[config.mk]
export PLATFORM = sky130hd
export DESIGN_NAME = ipos_pend_offset
export DESIGN_NICKNAME = d
export VERILOG_FILES = /design/src/ipos_pkg.sv /design/src/ipos_sub_bank.sv /design/src/ipos_pend_offset.sv
export VERILOG_INCLUDE_DIRS = /design/src /design/src/src
export SDC_FILE = /design/constraint.sdc
export NUM_CORES = 1
export LEC_CHECK = 0
export BUFFER_PORTS_ARGS = -buffer_cell sky130_fd_sc_hd__buf_2
export CAP_MARGIN = 20
export CORE_ASPECT_RATIO = 0.7
export CORE_MARGIN = 3
export CORE_UTILIZATION = 51
export CTS_CLUSTER_SIZE = 10
export DETAILED_ROUTE_END_ITERATION = 12
export PLACE_DENSITY_LB_ADDON = 0.08
export SYNTH_ARGS = -nofsm -noshare
export SYNTH_HDL_FRONTEND = slang
export SYNTH_SLANG_ARGS = --single-unit
[constraint.sdc]
create_clock -name pclk -period 3.2 [get_ports pclk]
set_clock_uncertainty 0.2 [all_clocks]
set_input_delay 0 -clock pclk [delete_from_list [all_inputs] [get_ports pclk]]
set_output_delay 0 -clock pclk [all_outputs]
set_load 0.005 [all_outputs]
[src/ipos_cfg.svh]
// constants of the pending-select, source-index and sub-source stage
// assumes a 32-bit apb register bus and 32 main interrupt sources
`ifndef IPOS_CFG_SVH
`define IPOS_CFG_SVH

// register byte addresses
`define IPOS_ADDR_PEND_SEL 32'h4a000010
`define IPOS_ADDR_SRC_INDEX 32'h4a000014
`define IPOS_ADDR_SUB_PEND 32'h4a000018
`define IPOS_ADDR_SUB_MASK 32'h4a00001c
`define IPOS_ADDR_INT_STATUS 32'h4a000020
`define IPOS_ADDR_INT_MASK 32'h4a000024

// widths
`define IPOS_NUM_SRC 32
`define IPOS_IDX_W 5
`define IPOS_NUM_SUB 11
`define IPOS_NUM_PARENT 4
`define IPOS_NUM_EVT 2

// reset values
`define IPOS_PEND_SEL_RST 32'h00000000
`define IPOS_SRC_INDEX_RST 5'h00
`define IPOS_SUB_PEND_RST 11'h000
`define IPOS_SUB_MASK_RST 11'h7ff
`define IPOS_INT_STATUS_RST 2'h0
`define IPOS_INT_MASK_RST 2'h3

// implemented pending-select bits, 24 and 6 reserved
`define IPOS_SRC_VALID 32'hfeffffbf

// sub-source field positions
`define IPOS_SUB_RXD0 0
`define IPOS_SUB_TXD0 1
`define IPOS_SUB_ERR0 2
`define IPOS_SUB_RXD1 3
`define IPOS_SUB_ERR1 5
`define IPOS_SUB_RXD2 6
`define IPOS_SUB_ERR2 8
`define IPOS_SUB_TOUCH 9
`define IPOS_SUB_CONV 10

// parent request positions
`define IPOS_PAR_SERIAL0 0
`define IPOS_PAR_SERIAL1 1
`define IPOS_PAR_SERIAL2 2
`define IPOS_PAR_CONV 3

// event status positions
`define IPOS_EVT_SELECT 0
`define IPOS_EVT_SUB 1

`endif

[src/ipos_pkg.sv]
// types and shared helpers of the pending-select stage
// assumes ipos_cfg.svh on the include path
`include "ipos_cfg.svh"

package ipos_pkg;

    // apb slave phase
    typedef enum logic [0:0] {
        IPOS_IDLE = 1'b0,
        IPOS_ACCESS = 1'b1
    } ipos_apb_e;

    // state of the top module
    typedef struct packed {
        ipos_apb_e apb;
        logic [31:0] prdata;
        logic pready;
        logic pslverr;
        logic [`IPOS_NUM_SRC-1:0] pend_sel;
        logic [`IPOS_IDX_W-1:0] src_index;
        logic [`IPOS_NUM_EVT-1:0] int_status;
        logic [`IPOS_NUM_EVT-1:0] int_mask;
        logic irq;
        logic normal_irq;
    } ipos_top_s;

    // state of the sub-source bank
    typedef struct packed {
        logic [`IPOS_NUM_SUB-1:0] pend;
        logic [`IPOS_NUM_SUB-1:0] mask;
        logic [`IPOS_NUM_PARENT-1:0] parent;
        logic new_evt;
    } ipos_sub_s;

    // sticky flag update, a new set beats a same-cycle clear
    function automatic logic [31:0] ipos_w1c(input logic [31:0] cur, input logic [31:0] set,
                                             input logic [31:0] clr);
        ipos_w1c = (cur & ~clr) | set;
    endfunction

endpackage

[src/ipos_sub_bank.sv]
// sub-source pending and mask bank with parent request fan-in
// assumes requests come from logic on pclk; strobes come from the apb decode
`timescale 1ns/1ps

module ipos_sub_bank import ipos_pkg::*; #(
    parameter int NUM_SUB = `IPOS_NUM_SUB
) (
    input wire logic pclk,
    input wire logic presetn,
    input wire logic [NUM_SUB-1:0] sub_req,
    input wire logic clr_we,
    input wire logic [NUM_SUB-1:0] clr_data,
    input wire logic mask_we,
    input wire logic [NUM_SUB-1:0] mask_data,
    output logic [NUM_SUB-1:0] sub_pending,
    output logic [NUM_SUB-1:0] sub_mask,
    output logic [`IPOS_NUM_PARENT-1:0] parent_req,
    output logic new_evt
);

    // the parent fan-in is wired to the documented layout only
    if (NUM_SUB != `IPOS_NUM_SUB) begin : g_bad_width
        $error("ipos_sub_bank serves exactly eleven sub-sources");
    end

    ipos_sub_s st_reg;
    ipos_sub_s st_next;
    logic [NUM_SUB-1:0] live;
    logic [31:0] pend_wide;

    ////////////////////////////////////////////////////////////////////////////
    // next state
    always_comb begin
        st_next = st_reg;
        live = '0;
        // pending sets even while masked, cleared by ones written
        pend_wide = ipos_w1c(32'(st_reg.pend), 32'(sub_req), clr_we ? 32'(clr_data) : 32'h00000000);
        st_next.pend = pend_wide[NUM_SUB-1:0];
        if (mask_we) begin
            st_next.mask = mask_data;
        end
        // only unmasked pending sub-sources drive the parent requests; new_evt ignores the mask
        live = st_next.pend & ~st_next.mask;
        st_next.parent[`IPOS_PAR_SERIAL0] = |live[`IPOS_SUB_ERR0:`IPOS_SUB_RXD0];
        st_next.parent[`IPOS_PAR_SERIAL1] = |live[`IPOS_SUB_ERR1:`IPOS_SUB_RXD1];
        st_next.parent[`IPOS_PAR_SERIAL2] = |live[`IPOS_SUB_ERR2:`IPOS_SUB_RXD2];
        st_next.parent[`IPOS_PAR_CONV] = |live[`IPOS_SUB_CONV:`IPOS_SUB_TOUCH];
        // a pulse whenever a pending bit newly rises
        st_next.new_evt = |(sub_req & ~st_reg.pend);
    end

    ////////////////////////////////////////////////////////////////////////////
    // state register
    always_ff @(posedge pclk or negedge presetn) begin
        if (!presetn) begin
            st_reg.pend <= `IPOS_SUB_PEND_RST;
            st_reg.mask <= `IPOS_SUB_MASK_RST;
            st_reg.parent <= '0;
            st_reg.new_evt <= 1'b0;
        end else begin
            st_reg <= st_next;
        end
    end

    // outputs straight from flops
    assign sub_pending = st_reg.pend;
    assign sub_mask = st_reg.mask;
    assign parent_req = st_reg.parent;
    assign new_evt = st_reg.new_evt;

endmodule // ipos_sub_bank

[src/ipos_pend_offset.sv]
// pending-select, source-index and sub-source stage of the interrupt controller
// assumes the priority stage, source pending and fast-mode select run on pclk;
// registers are reached over apb with zero wait states
`timescale 1ns/1ps

module ipos_pend_offset import ipos_pkg::*; #(
    parameter int NUM_SRC = `IPOS_NUM_SRC,
    parameter int NUM_SUB = `IPOS_NUM_SUB
) (
    input wire logic pclk,
    input wire logic presetn,
    input wire logic psel,
    input wire logic penable,
    input wire logic pwrite,
    input wire logic [31:0] paddr,
    input wire logic [31:0] pwdata,
    output logic [31:0] prdata,
    output logic pready,
    output logic pslverr,
    input wire logic [NUM_SRC-1:0] priority_winner,
    input wire logic [NUM_SRC-1:0] source_pending,
    input wire logic [NUM_SRC-1:0] fast_mode_select,
    input wire logic [NUM_SUB-1:0] sub_source_request,
    output logic normal_irq,
    output logic [`IPOS_NUM_PARENT-1:0] sub_parent_request,
    output logic irq
);

    // the index width and reserved map fit only 32 sources
    if (NUM_SRC != `IPOS_NUM_SRC) begin : g_bad_src
        $error("ipos_pend_offset serves exactly 32 sources");
    end

    ////////////////////////////////////////////////////////////////////////////
    // helpers

    // keep only the lowest set bit so the selection is one-hot
    function automatic logic [31:0] lowest_one(input logic [31:0] v);
        lowest_one = v & (~v + 32'h00000001);
    endfunction

    // bit position of a one-hot word
    function automatic logic [`IPOS_IDX_W-1:0] encode(input logic [31:0] v);
        encode = '0;
        for (int i = 0; i < 32; i++) begin
            if (v[i]) begin
                encode = `IPOS_IDX_W'(i);
            end
        end
    endfunction

    ////////////////////////////////////////////////////////////////////////////
    // declarations
    ipos_top_s st_reg;
    ipos_top_s st_next;
    logic [NUM_SUB-1:0] sub_pending;
    logic [NUM_SUB-1:0] sub_mask;
    logic sub_new_evt;
    logic setup;
    logic write_fire;
    logic sub_clr_we;
    logic sub_mask_we;
    logic [31:0] candidate;
    logic [31:0] chosen;
    logic [31:0] sel_clr;
    logic [31:0] evt_set;
    logic [31:0] evt_clr;
    logic [31:0] evt_wide;
    logic [31:0] rd_value;
    logic rd_error;
    logic [NUM_SRC-1:0] pend_after_clr;

    ////////////////////////////////////////////////////////////////////////////
    // apb phase decode

    // setup cycle and the access edge at which a write lands
    assign setup = psel && !penable;
    assign write_fire = (st_reg.apb == IPOS_ACCESS) && psel && penable && pwrite;
    assign sub_clr_we = write_fire && (paddr == `IPOS_ADDR_SUB_PEND);
    assign sub_mask_we = write_fire && (paddr == `IPOS_ADDR_SUB_MASK);

    ////////////////////////////////////////////////////////////////////////////
    // read mux, sampled in the setup cycle
    always_comb begin
        rd_value = 32'h00000000;
        rd_error = 1'b0;
        case (paddr)
            `IPOS_ADDR_PEND_SEL: begin
                rd_value = st_reg.pend_sel;
            end
            `IPOS_ADDR_SRC_INDEX: begin
                rd_value = 32'(st_reg.src_index);
            end
            `IPOS_ADDR_SUB_PEND: begin
                rd_value = 32'(sub_pending);
            end
            `IPOS_ADDR_SUB_MASK: begin
                rd_value = 32'(sub_mask);
            end
            `IPOS_ADDR_INT_STATUS: begin
                rd_value = 32'(st_reg.int_status);
            end
            `IPOS_ADDR_INT_MASK: begin
                rd_value = 32'(st_reg.int_mask);
            end
            default: begin
                rd_error = 1'b1;
            end
        endcase
    end

    ////////////////////////////////////////////////////////////////////////////
    // next state
    always_comb begin
        st_next = st_reg;
        candidate = 32'h00000000;
        chosen = 32'h00000000;
        sel_clr = 32'h00000000;
        evt_set = 32'h00000000;
        evt_clr = 32'h00000000;
        evt_wide = 32'h00000000;
        pend_after_clr = '0;

        // apb slave: answer in the access cycle, no wait states
        case (st_reg.apb)
            IPOS_IDLE: begin
                st_next.pready = 1'b0;
                st_next.pslverr = 1'b0;
                if (setup) begin
                    st_next.apb = IPOS_ACCESS;
                    st_next.pready = 1'b1;
                    st_next.pslverr = rd_error;
                    st_next.prdata = pwrite ? 32'h00000000 : rd_value;
                end
            end
            IPOS_ACCESS: begin
                st_next.apb = IPOS_IDLE;
                st_next.pready = 1'b0;
                st_next.pslverr = 1'b0;
                st_next.prdata = 32'h00000000;
            end
            default: begin
                st_next.apb = IPOS_IDLE;
                st_next.pready = 1'b0;
                st_next.pslverr = 1'b0;
            end
        endcase

        // pending-select clear by ones written, zeros leave bits alone
        if (write_fire && paddr == `IPOS_ADDR_PEND_SEL) begin
            sel_clr = pwdata;
        end
        pend_after_clr = st_reg.pend_sel & ~sel_clr;
        st_next.pend_sel = pend_after_clr;

        // source index: the register ignores every write
        // (no write path to src_index exists)

        // index drops to zero once both pending stages are clear
        if (~|pend_after_clr && !source_pending[st_reg.src_index]) begin
            st_next.src_index = `IPOS_SRC_INDEX_RST;
        end

        // capture a new normal winner only while nothing is selected
        candidate = priority_winner & ~fast_mode_select & `IPOS_SRC_VALID;
        chosen = lowest_one(candidate);
        if (~|st_reg.pend_sel && |chosen) begin
            st_next.pend_sel = chosen;
            st_next.src_index = encode(chosen);
            evt_set[`IPOS_EVT_SELECT] = 1'b1;
        end

        // the selected bit is the normal request to the core
        st_next.normal_irq = |st_next.pend_sel;

        // event status, write one to clear, set beats clear
        if (sub_new_evt) begin
            evt_set[`IPOS_EVT_SUB] = 1'b1;
        end
        if (write_fire && paddr == `IPOS_ADDR_INT_STATUS) begin
            evt_clr = pwdata;
        end
        evt_wide = ipos_w1c(32'(st_reg.int_status), evt_set, evt_clr);
        st_next.int_status = evt_wide[`IPOS_NUM_EVT-1:0];

        // event mask, a one blocks the event from the line
        if (write_fire && paddr == `IPOS_ADDR_INT_MASK) begin
            st_next.int_mask = pwdata[`IPOS_NUM_EVT-1:0];
        end

        // level interrupt while any unmasked event is pending
        st_next.irq = |(st_next.int_status & ~st_next.int_mask);
    end

    ////////////////////////////////////////////////////////////////////////////
    // state register
    always_ff @(posedge pclk or negedge presetn) begin
        if (!presetn) begin
            st_reg.apb <= IPOS_IDLE;
            st_reg.prdata <= 32'h00000000;
            st_reg.pready <= 1'b0;
            st_reg.pslverr <= 1'b0;
            st_reg.pend_sel <= `IPOS_PEND_SEL_RST;
            st_reg.src_index <= `IPOS_SRC_INDEX_RST;
            st_reg.int_status <= `IPOS_INT_STATUS_RST;
            st_reg.int_mask <= `IPOS_INT_MASK_RST;
            st_reg.irq <= 1'b0;
            st_reg.normal_irq <= 1'b0;
        end else begin
            st_reg <= st_next;
        end
    end

    ////////////////////////////////////////////////////////////////////////////
    // sub-source bank
    ipos_sub_bank #(
        .NUM_SUB(NUM_SUB)
    ) u_sub_bank (
        .pclk(pclk),
        .presetn(presetn),
        .sub_req(sub_source_request),
        .clr_we(sub_clr_we),
        .clr_data(pwdata[NUM_SUB-1:0]),
        .mask_we(sub_mask_we),
        .mask_data(pwdata[NUM_SUB-1:0]),
        .sub_pending(sub_pending),
        .sub_mask(sub_mask),
        .parent_req(sub_parent_request),
        .new_evt(sub_new_evt)
    );

    ////////////////////////////////////////////////////////////////////////////
    // outputs straight from flops
    assign prdata = st_reg.prdata;
    assign pready = st_reg.pready;
    assign pslverr = st_reg.pslverr;
    assign normal_irq = st_reg.normal_irq;
    assign irq = st_reg.irq;

endmodule // ipos_pend_offset

==> results of run 1 <==
==> cells in the final DEF (no fill, tap or decap), types with 13 or more instances in the layout <==
| cell type | instances |
|---|---|
| dlygate4sd3_1 | 95 |
| nand2b_1 | 29 |
| nor4_1 | 18 |
| nand3_1 | 19 |
| nand2_1 | 58 |
| a21oi_1 | 21 |
| nand4_1 | 16 |
| o21ai_0 | 44 |
| nor2_1 | 17 |
| buf_2 | 210 |
| buf_4 | 23 |
| dfrtp_1 | 91 |
| nor2b_1 | 13 |
| dfstp_2 | 13 |
| o41ai_1 | 29 |
| inv_1 | 61 |
| a22o_1 | 22 |
==> report_power, final <==
| group | leakage (nW) | switching, mW | total (mW) | internal, mW |
|---|---|---|---|---|
| clock | 0.145 | 0.523 | 1.09 | 0.565 |
| sequential | 1.28 | 0.153 | 1.57 | 1.41 |
| combinational | 2.60 | 0.465 | 0.973 | 0.508 |
==> worst min path at each step <==
stage                     cells past startpoint          to                 from
after global placement                        1  prdata[28]              presetn
after global routing                          4  st_reg[13]  fast_mode_select[1]
after detailed placement                      1  prdata[28]              presetn
after floorplan                               0         irq              presetn
final                                         4  st_reg[40]  priority_winner[29]
after CTS                                     4  st_reg[40]  priority_winner[29]
==> layer usage <==
layer | vias up | wire [um] | track usage (%)
li1 | 2975 | - | -
met1 | 3134 | 9476 | 47.36
met2 | 448 | 9434 | 47.46
met3 | 41 | 2396 | 6.540
met4 | 0 | 377 | 5.445
met5 | - | 0 | 0
==> area by class of cell <==
type,count,area [um2],share of cell area (%)
Clock buffer,11,242.7,2.861
Multi-Input combinational cell,428,2939,34.64
Clock inverter,5,50.05,0.5898
Timing Repair Buffer,330,2215,26.10
Sequential cell,104,2619,30.86
Tap cell,153,191.4,2.256
Inverter,61,229.0,2.698
==> metrics by stage <==
stage	hold WS, ns	instances	TNS (ns)	area, um2
2_1_floorplan	-0.4956	657	0	6145
3_3_place_gp	-0.1097	977	0	7203
3_5_place_dp	-0.09773	977	0	7203
4_1_cts	0.0001868	1088	0	8447
5_1_grt	0.03834	1092	-0.3445	8486
6_report	0.01197	1092	0	8486
==> worst register-to-register path: cells and delay by family (launching register included) <==
kind,cells,cell delay (ns)
buffers and inverters,1,0.60
DFF,1,0.48
and+or+nand+nor,4,1.27
AOI/OAI and AO/OA,2,0.50
==> timing repair <==
item / in CTS / in global routing
resized for setup: 0 / 2
endpoints found under the hold margin: 134 / 0
setup endpoints to repair: 0 / 1
hold buffers: 95 / 0
buffers inserted: 0 / 4
==> cell families after synthesis <==
| kind of cell | Yosys count | synth area share (%) |
|---|---|---|
| and+or+nand+nor | 216 | 19.39 |
| AOI/OAI and AO/OA | 193 | 23.21 |
| buffers and inverters | 125 | 9.835 |
| DFF | 104 | 42.62 |
| muxes | 19 | 4.948 |
==> impl_results.md, run 1 <==
- Post-synth top area cell: dfrtp_1
- Max Fanout on Critical Path: 5
- Antenna Cells: 0
- TritonCTS clock tree: built
- Largest register FFs: 42
- R2R depth: 7
- Max-cap violations: 0
- Pwr Total: about 3.6 mW
- Final period util: a little over nine tenths
- Synthesis warning total: 0
- Vias in the first global route: between 6000 and 7000
- Primary FF master, synth: dfrtp_1
- Pre-Repair DR Iteration Count: 5
- CP endpoint: st_reg[32]
- Hpwl dp: approximately 16000 um
- Outcome: finished, final reports clean
- Root buf cell: clkbuf_16
- VDD IR max: ~0.00033 V
- Most instantiated cells after synthesis: dfrtp_1, inv_1, nand2_1
- Mean Syn Cell Area: slightly above 9 um2
- Static Leakage: 4.026 nW
- Starting Density: 54.04%
- CTS buffer count: 9
- WS Path Type: reg -> reg
- Std cell rows: 32
- Synth Register Bits: between 100 and 150
- Slowest cell on crit path: dlygate4sd3_1
- Worst hold path type: in -> reg
- Skew-Pair Late Insertion Delay: ~0.35 ns
- Total global routing overflow: 0
- Die W: around 140 um
- Fillers: 832
- Final Core Density: about three quarters
- Cell family with most CP delay: simple AND/OR/NAND/NOR gates
- Worst-Margin Slew: between 0.7 and 0.8 ns
- Post-synth top area share: a little under two fifths
- Cell count after synthesis: 657
- Critical Path RT: roughly 3.3 ns
- DR DRC count: 0
- Share of cells above drive strength 1: 32.06%
- IO Port Bufs: between 200 and 250
- Netlist cell types: 66
- Share of the yosys chip area belonging to registers: 42.62%
- Crit. path cell count: 7
- Drt total wl: ~22000 um
- Count of final setup violators: 0
- Initial DRC count: 694
- Number of synthesized flops with an enable pin: 0
- I/O Pins: between 200 and 250
- Chip Height: between 90 and 100 um
- Crit path buf inv count: 1
- Hold Violations, Final: 0
- Via/cell ratio: a little over 6
- Place WS: 0.2952 ns
- H-tree levels: 3
- Syn nets: ~830
- Pwr Density: ~430 mW/mm2
- Global-route wire length before repair: ~33000 um
- Max-slew violation count: 0
- Initial antenna violation count: 0
- Crit. Startpoint: st_reg[29]
- Drt wl/cell: approximately 20 um
- Top post-synthesis cells by area: dfrtp_1, dfstp_2, o41ai_1
- WP data arrival: roughly 3.2 ns
- Min cycle time layout: ~3.1 ns
- Worst R2R End: st_reg[32]
- Antenna-violating nets left: 0
- Vias: about 6600
- Element type at the critical path end: flip-flop
- Slew headroom: 51.44%
- Core area: 0.01137 mm2
- R2R Setup Slk: between 0.08 and 0.09 ns
- Clk buf depth: 2
- FF-to-FF Start: st_reg[29]
- Largest net degree at the start of global routing: 59
- Die Area: roughly 0.013 mm2
- Area delta synth->final: 38.10%
- CP startpoint kind: flip-flop
- Critical-path cell list: nor4_1, nand4_1, or2_4, a41o_1, or2_2, o31ai_1, dlygate4sd3_1
- Post-route setup slack: 0.08748 ns
- Clock slew at reported path FFs: approximately 0.07 ns
- Async S/R FF share, synth: 100.0%
- Clk sinks: between 100 and 150
- Cell area after synthesis: just over 0.006 mm2
- Layout Nets: between 1000 and 1500
- GPL Wtd Cong: 0.9131
- Most common cell in the netlist: dfrtp_1
- CP max stage delay: 0.60 ns
- Fmax: around 0.32 GHz
- Gr usage total: approximately a third
Power figures use the tool's default switching activity.
==> run 2: changes to the inputs <==
- PLACE_DENSITY_LB_ADDON: 0.08 -> 0.1
==> impl_results.md, run 2 (synthesized netlist as in run 1, its figures left out) <==
- Layout Nets: 1110 (unchanged)
- TritonCTS clock tree: built
- Pwr Density: 431.7 mW/mm2 (+1.0%)
- Global-route wire length before repair: 33740 um (+2.6%)
- Drt total wl: 22070 um (+1.8%)
- Vias: 6585 (-0.20%)
- Worst R2R End: st_reg[32]
- WS Path Type: reg -> reg
- Drt wl/cell: 20.21 um (+1.8%)
- I/O Pins: 216 (unchanged)
- Total global routing overflow: 0 (unchanged)
- Die Area: 0.01342 mm2 (unchanged)
- Sw Share: 30.96% (-0.50 points)
- Final setup TNS: 0 ns (unchanged)
- GPL Wtd Cong: 0.9301 (+1.9%)
- Clk sinks: 104 (unchanged)
- VDD IR max: 0.0004136 V (+26%)
- Crit. Startpoint: st_reg[16]
- Share of cells above drive strength 1: 31.95% (-0.11 points)
- Worst-Margin Slew: 0.7633 ns (+0.04433 ns)
- Worst hold path type: in -> reg
- Core area: 0.01137 mm2 (unchanged)
- Largest net degree at the start of global routing: 86 (+46%)
- Count of final setup violators: 0 (unchanged)
- CP endpoint: st_reg[32]
- Pre-Repair DR Iteration Count: 5 (unchanged)
- Initial antenna violation count: 0 (unchanged)
- Final Instance Area: 0.008528 mm2 (+0.50%)
- Final Core Density: 75.00% (+0.37 points)
- Initial DRC count: 597 (-14%)
- Max Fanout on Critical Path: 4 (-1)
- Power Internal: 2.542 mW (+2.2%)
- CP startpoint kind: flip-flop
- Root buf cell: clkbuf_16
- WP data arrival: 3.23 ns (+0.03 ns)
- Std cell rows: 32 (unchanged)
- H-tree levels: 3 (unchanged)
- Clock slew at reported path FFs: 0.07 ns (about the same)
- Vias in the first global route: 6492 (+3.5%)
- Dpl cell area: 0.007188 mm2 (-0.21%)
- Fmax: 0.3177 GHz (-1.1%)
- Non-Filler Instances: 1092 (unchanged)
- Clock power frac: 31.1% (+1.1 points)
- Static Leakage: 4.039 nW (+0.32%)
- Outcome: finished, final reports clean
- Antenna-violating nets left: 0 (unchanged)
- Critical Path RT: 3.29 ns (about the same)
- DR DRC count: 0 (unchanged)
- Element type at the critical path end: flip-flop
- Placed cell count: 975 (-0.20%)
- Place WS: 0.2355 ns (-0.05970 ns)
- Combinational power share: 26.6% (-0.2 points)
- IO Port Bufs: 211 (unchanged)
- Reg power frac: 42.3% (-0.9 points)
- Min cycle time layout: 3.147 ns (+0.03485 ns)
- FF-to-FF Start: st_reg[16]
- Die W: 137.2 um (unchanged)
- Skew-Pair Late Insertion Delay: 0.35 ns (about the same)
- Gr usage total: 32.31% (+0.93 points)
- R2R Setup Slk: 0.05 ns (-0.03 ns)
- Most frequent cells in the layout: buf_2, dlygate4sd3_1, dfrtp_1
- Max-cap violations: 0 (unchanged)
- Starting Density: 54.04% (unchanged)
- Area delta synth->final: 38.79%
- P_sw: 1.140 mW (about the same)
- Post-route setup slack: 0.05263 ns (-0.03485 ns)
- CTS buffer count: 9 (unchanged)
- Hpwl dp: 15940 um (-0.57%)
- Hold Violations, Final: 0 (unchanged)
- Clk buf depth: 2 (unchanged)
- Largest register FFs: 42 (unchanged)
- Max-slew violation count: 0 (unchanged)
- R2R depth: 7 (unchanged)
- Slew headroom: 48.65% (-2.8 points)
- Antenna Cells: 0 (unchanged)
- Via/cell ratio: 6.030 (-0.20%)
- Most common cell after layout, fill and taps aside: buf_2
- Final period util: 98.36% (+1.1 points)
- Chip Height: 97.84 um (unchanged)
-- run 2: cell types whose count changed in the layout (fill, tap and decap cells not counted), sizes merged --
cell         before  now
buf             235  233
bufinv            0    1
dlygate4sd3      95   97
inv              63   64
clkbuf           11    9
-- run 2: timing repair --
item | CTS | global route
setup buffers | 0 | 3
resized for setup | 0 | 1
hold endpoints to repair | 141 | 10
hold buffers | 96 | 1
endpoints found under the setup margin | 0 | 2
-- run 2: worst min-delay path by stage --
stage	start	endpoint	slack, ns	cells after the start
6_report	fast_mode_select[1]	st_reg[13]	0.01	4
4_1_cts	priority_winner[26]	st_reg[37]	0.0007	3
3_3_place_gp	sub_source_request[4]	u_sub_bank.sub_pending[4]	0.007	3
3_5_place_dp	sub_source_request[4]	u_sub_bank.sub_pending[4]	0.02	3
2_1_floorplan	presetn	irq	-0.50	0
5_1_grt	pwdata[30]	st_reg[41]	0.03	5
-- run 2: cell type report --
class                           count  area [um2]
Inverter                           61       229.0
Sequential cell                   104        2619
Timing Repair Buffer              330        2240
Tap cell                          153       191.4
Fill cell                         815        2843
Clock inverter                      7       86.33
Clock buffer                        9       225.2
Multi-Input combinational cell    428        2938
-- run 2: power groups by stage --
stage | Clock [mW] | Sequential (mW) | Combinational, mW
global route | 1.22 | 1.57 | 1.05
CTS | 1.15 | 1.55 | 0.948
floorplan | 0 | 1.50 | 0.565
global placement | 0 | 1.58 | 0.852
detailed placement | 0 | 1.58 | 0.862
finish | 1.14 | 1.56 | 0.980
-- run 2: per-layer routing --
| layer | track usage (%) | part of all wire [%] | vias to the layer above | routed length, um |
|---|---|---|---|---|
| met3 | 8.805 | 12 | 48 | 2554 |
| met5 | 0 | 0 | - | 0 |
| met4 | 7.515 | 2.0 | 0 | 434 |
| li1 | - | - | 2968 | - |
| met1 | 46.63 | 43 | 3144 | 9401 |
| met2 | 48.81 | 44 | 425 | 9682 |
-- run 2: critical path, cell delays in order, from the launching register on --
cell and delay (ns):
dfrtp_1 0.42, nor4_1 0.44, nand4_1 0.23, or2_2 0.35, a41o_1 0.26, or2_2 0.36
o31ai_1 0.23, dlygate4sd3_1 0.59
-- run 2: stage by stage --
step | hold WS [ns] | power [mW]
2_1_floorplan | -0.4956 | 2.062
3_3_place_gp | 0.007037 | 2.428
3_5_place_dp | 0.01774 | 2.437
4_1_cts | 0.0007385 | 3.652
5_1_grt | 0.02633 | 3.840
6_report | 0.01491 | 3.681
==> run 3: changes to the inputs <==
- CORE_UTILIZATION: 51 -> 34
==> impl_results.md, run 3 (synthesized netlist as in run 1, its figures left out) <==
- Vias: 6442 (-2.2%)
- Die Area: 0.01975 mm2 (+47%)
- Largest register FFs: 42 (unchanged)
- WP data arrival: 3.21 ns (-0.02 ns)
- Drt total wl: 23350 um (+5.8%)
- Non-Filler Instances: 1176 (+7.7%)
- Initial DRC count: 624 (+4.5%)
- Total global routing overflow: 0 (unchanged)
- Hpwl dp: 17700 um (+11%)
- Slowest cell on crit path: dlygate4sd3_1
- Die W: 166.7 um (+21%)
- Min cycle time layout: 3.126 ns (-0.02146 ns)
- CP startpoint kind: flip-flop
- Hold Path Origin: fast_mode_select[5]
- Slew headroom: 39.61% (-9.0 points)
- Std cell rows: 40 (+25%)
- Static Leakage: 4.071 nW (+0.79%)
- Clk sinks: 104 (unchanged)
- FF-to-FF Start: st_reg[29]
- Max Fanout on Critical Path: 8 (+4)
- Skew-Pair Late Insertion Delay: 0.35 ns (about the same)
- DR DRC count: 0 (unchanged)
- Drt wl/cell: 19.85 um (-1.8%)
- CTS buffer count: 9 (unchanged)
- CP most frequent cell: or2_2
- Via/cell ratio: 5.478 (-9.2%)
- Final setup TNS: 0 ns (unchanged)
- H-tree levels: 3 (unchanged)
- Area delta synth->final: 41.70%
- Root buf cell: clkbuf_16
- GPL Wtd Cong: 0.9471 (+1.8%)
- Element type at the critical path end: flip-flop
- RSZ-0062 raised after global routing: yes
- Chip Height: 118.5 um (+21%)
- Core area: 0.01742 mm2 (+53%)
- Largest net degree at the start of global routing: 69 (-20%)
- Pre-Repair DR Iteration Count: 5 (unchanged)
- Most common cell after layout, fill and taps aside: buf_2
- Antenna-violating nets left: 0 (unchanged)
- Gr usage total: 23.36% (-9.0 points)
- VDD IR max: 0.0002741 V (-34%)
- Worst-Margin Slew: 0.9058 ns (+0.1426 ns)
- Placed cell count: 1059 (+8.6%)
- WS Path Type: reg -> reg
- Starting Density: 35.28% (-19 points)
- Share of cells above drive strength 1: 32.06% (+0.11 points)
- IO Port Bufs: 211 (unchanged)
- Count of final setup violators: 0 (unchanged)
- CP max stage delay: 0.57 ns (-0.02 ns)
- Critical Path RT: 3.28 ns (about the same)
- Global-route wire length before repair: 36180 um (+7.2%)
- Antenna Cells: 0 (unchanged)
- Initial antenna violation count: 0 (unchanged)
- Clock slew at reported path FFs: 0.06 ns (about the same)
- Layout Nets: 1116 (+0.54%)
- Worst hold path type: in -> reg
- Pwr Density: 434.6 mW/mm2 (+0.67%)
- Crit. Startpoint: st_reg[29]
- Fmax: 0.3199 GHz (+0.69%)
- Critical-path cell list: nor4_1, nand4_1, or2_2, a41o_1, buf_4, or2_2, o31ai_1, dlygate4sd3_1
- Final Core Density: 49.99% (-25 points)
- Clk buf depth: 2 (unchanged)
- Max-slew violation count: 0 (unchanged)
- Outcome: finished, final reports clean
- Hold Violations, Final: 0 (unchanged)
- TritonCTS clock tree: built
- Final period util: 97.68% (-0.67 points)
- Most frequent cells in the layout: buf_2, dlygate4sd3_1, dfrtp_1
- Max-cap violations: 0 (unchanged)
- Vias in the first global route: 6373 (-1.8%)
- I/O Pins: 216 (unchanged)
==> run 3: final cells by class <==
cell class / count / area [um2]
clock buffer: 12 / 246.5
clock inverter: 4 / 77.57
fill: 1674 / 8710
inverter: 61 / 229.0
multi-input combinational: 428 / 2958
sequential: 104 / 2620
tap: 231 / 289.0
timing repair buffer: 336 / 2287
==> run 3: path summary, 6_finish.rpt <==
kind	endpoint	slack, ns	depth (start not counted)
worst min register to register	prdata[5]	0.27	2
worst min-delay path	st_reg[18]	0.02	4
worst max-delay path	st_reg[32]	0.07	8
min in group asynchronous	prdata[3]	0.11	2
worst max register to register	st_reg[32]	0.07	8
max in group asynchronous	u_sub_bank.sub_mask[10]	1.78	3
==> run 3: stage by stage <==
stage	worst slack, ns	total power, mW	instance area (um2)	hold WS, ns
finish	0.07409	3.784	8707	0.01775
global route	-0.04573	3.963	8707	0.02261
CTS	0.04717	3.776	8678	0.001355
detailed placement	0.1760	2.471	7343	-0.01868
global placement	0.2521	2.459	7343	-0.02629
floorplan	0.6390	2.062	6145	-0.4956
==> run 3: power by group <==
| group | switching, mW | leakage, nW | total [mW] | internal, mW |
|---|---|---|---|---|
| Clock | 0.502 | 0.157 | 1.22 | 0.713 |
| Sequential | 0.170 | 1.28 | 1.59 | 1.41 |
| Combinational | 0.461 | 2.63 | 0.984 | 0.523 |
| Total | 1.13 | 4.07 | 3.78 | 2.65 |
==> run 3: what timing repair did <==
item                                    4_1_cts  5_1_grt
hold buffers                                101        0
buffers inserted                              0        0
endpoints found under the hold margin       129        0
endpoints found under the setup margin        0        9
gates resized for setup                       0        5
==> run 3: metal layers <==
layer | vias to the layer above | share of wire, % | global-route usage (%)
li1 | 2996 | - | -
met1 | 3124 | 49 | 35.71
met2 | 311 | 43 | 34.84
met3 | 11 | 7.8 | 5.048
met4 | 0 | 0.48 | 2.937
met5 | - | 0 | 0
==> run 3: critical path: cells and delay by family (launching register included) <==
kind | cells | cell delay [ns]
buffers and inverters | 2 | 0.75
DFF | 1 | 0.47
and+or+nand+nor | 4 | 1.19
AOI/OAI and AO/OA | 2 | 0.44
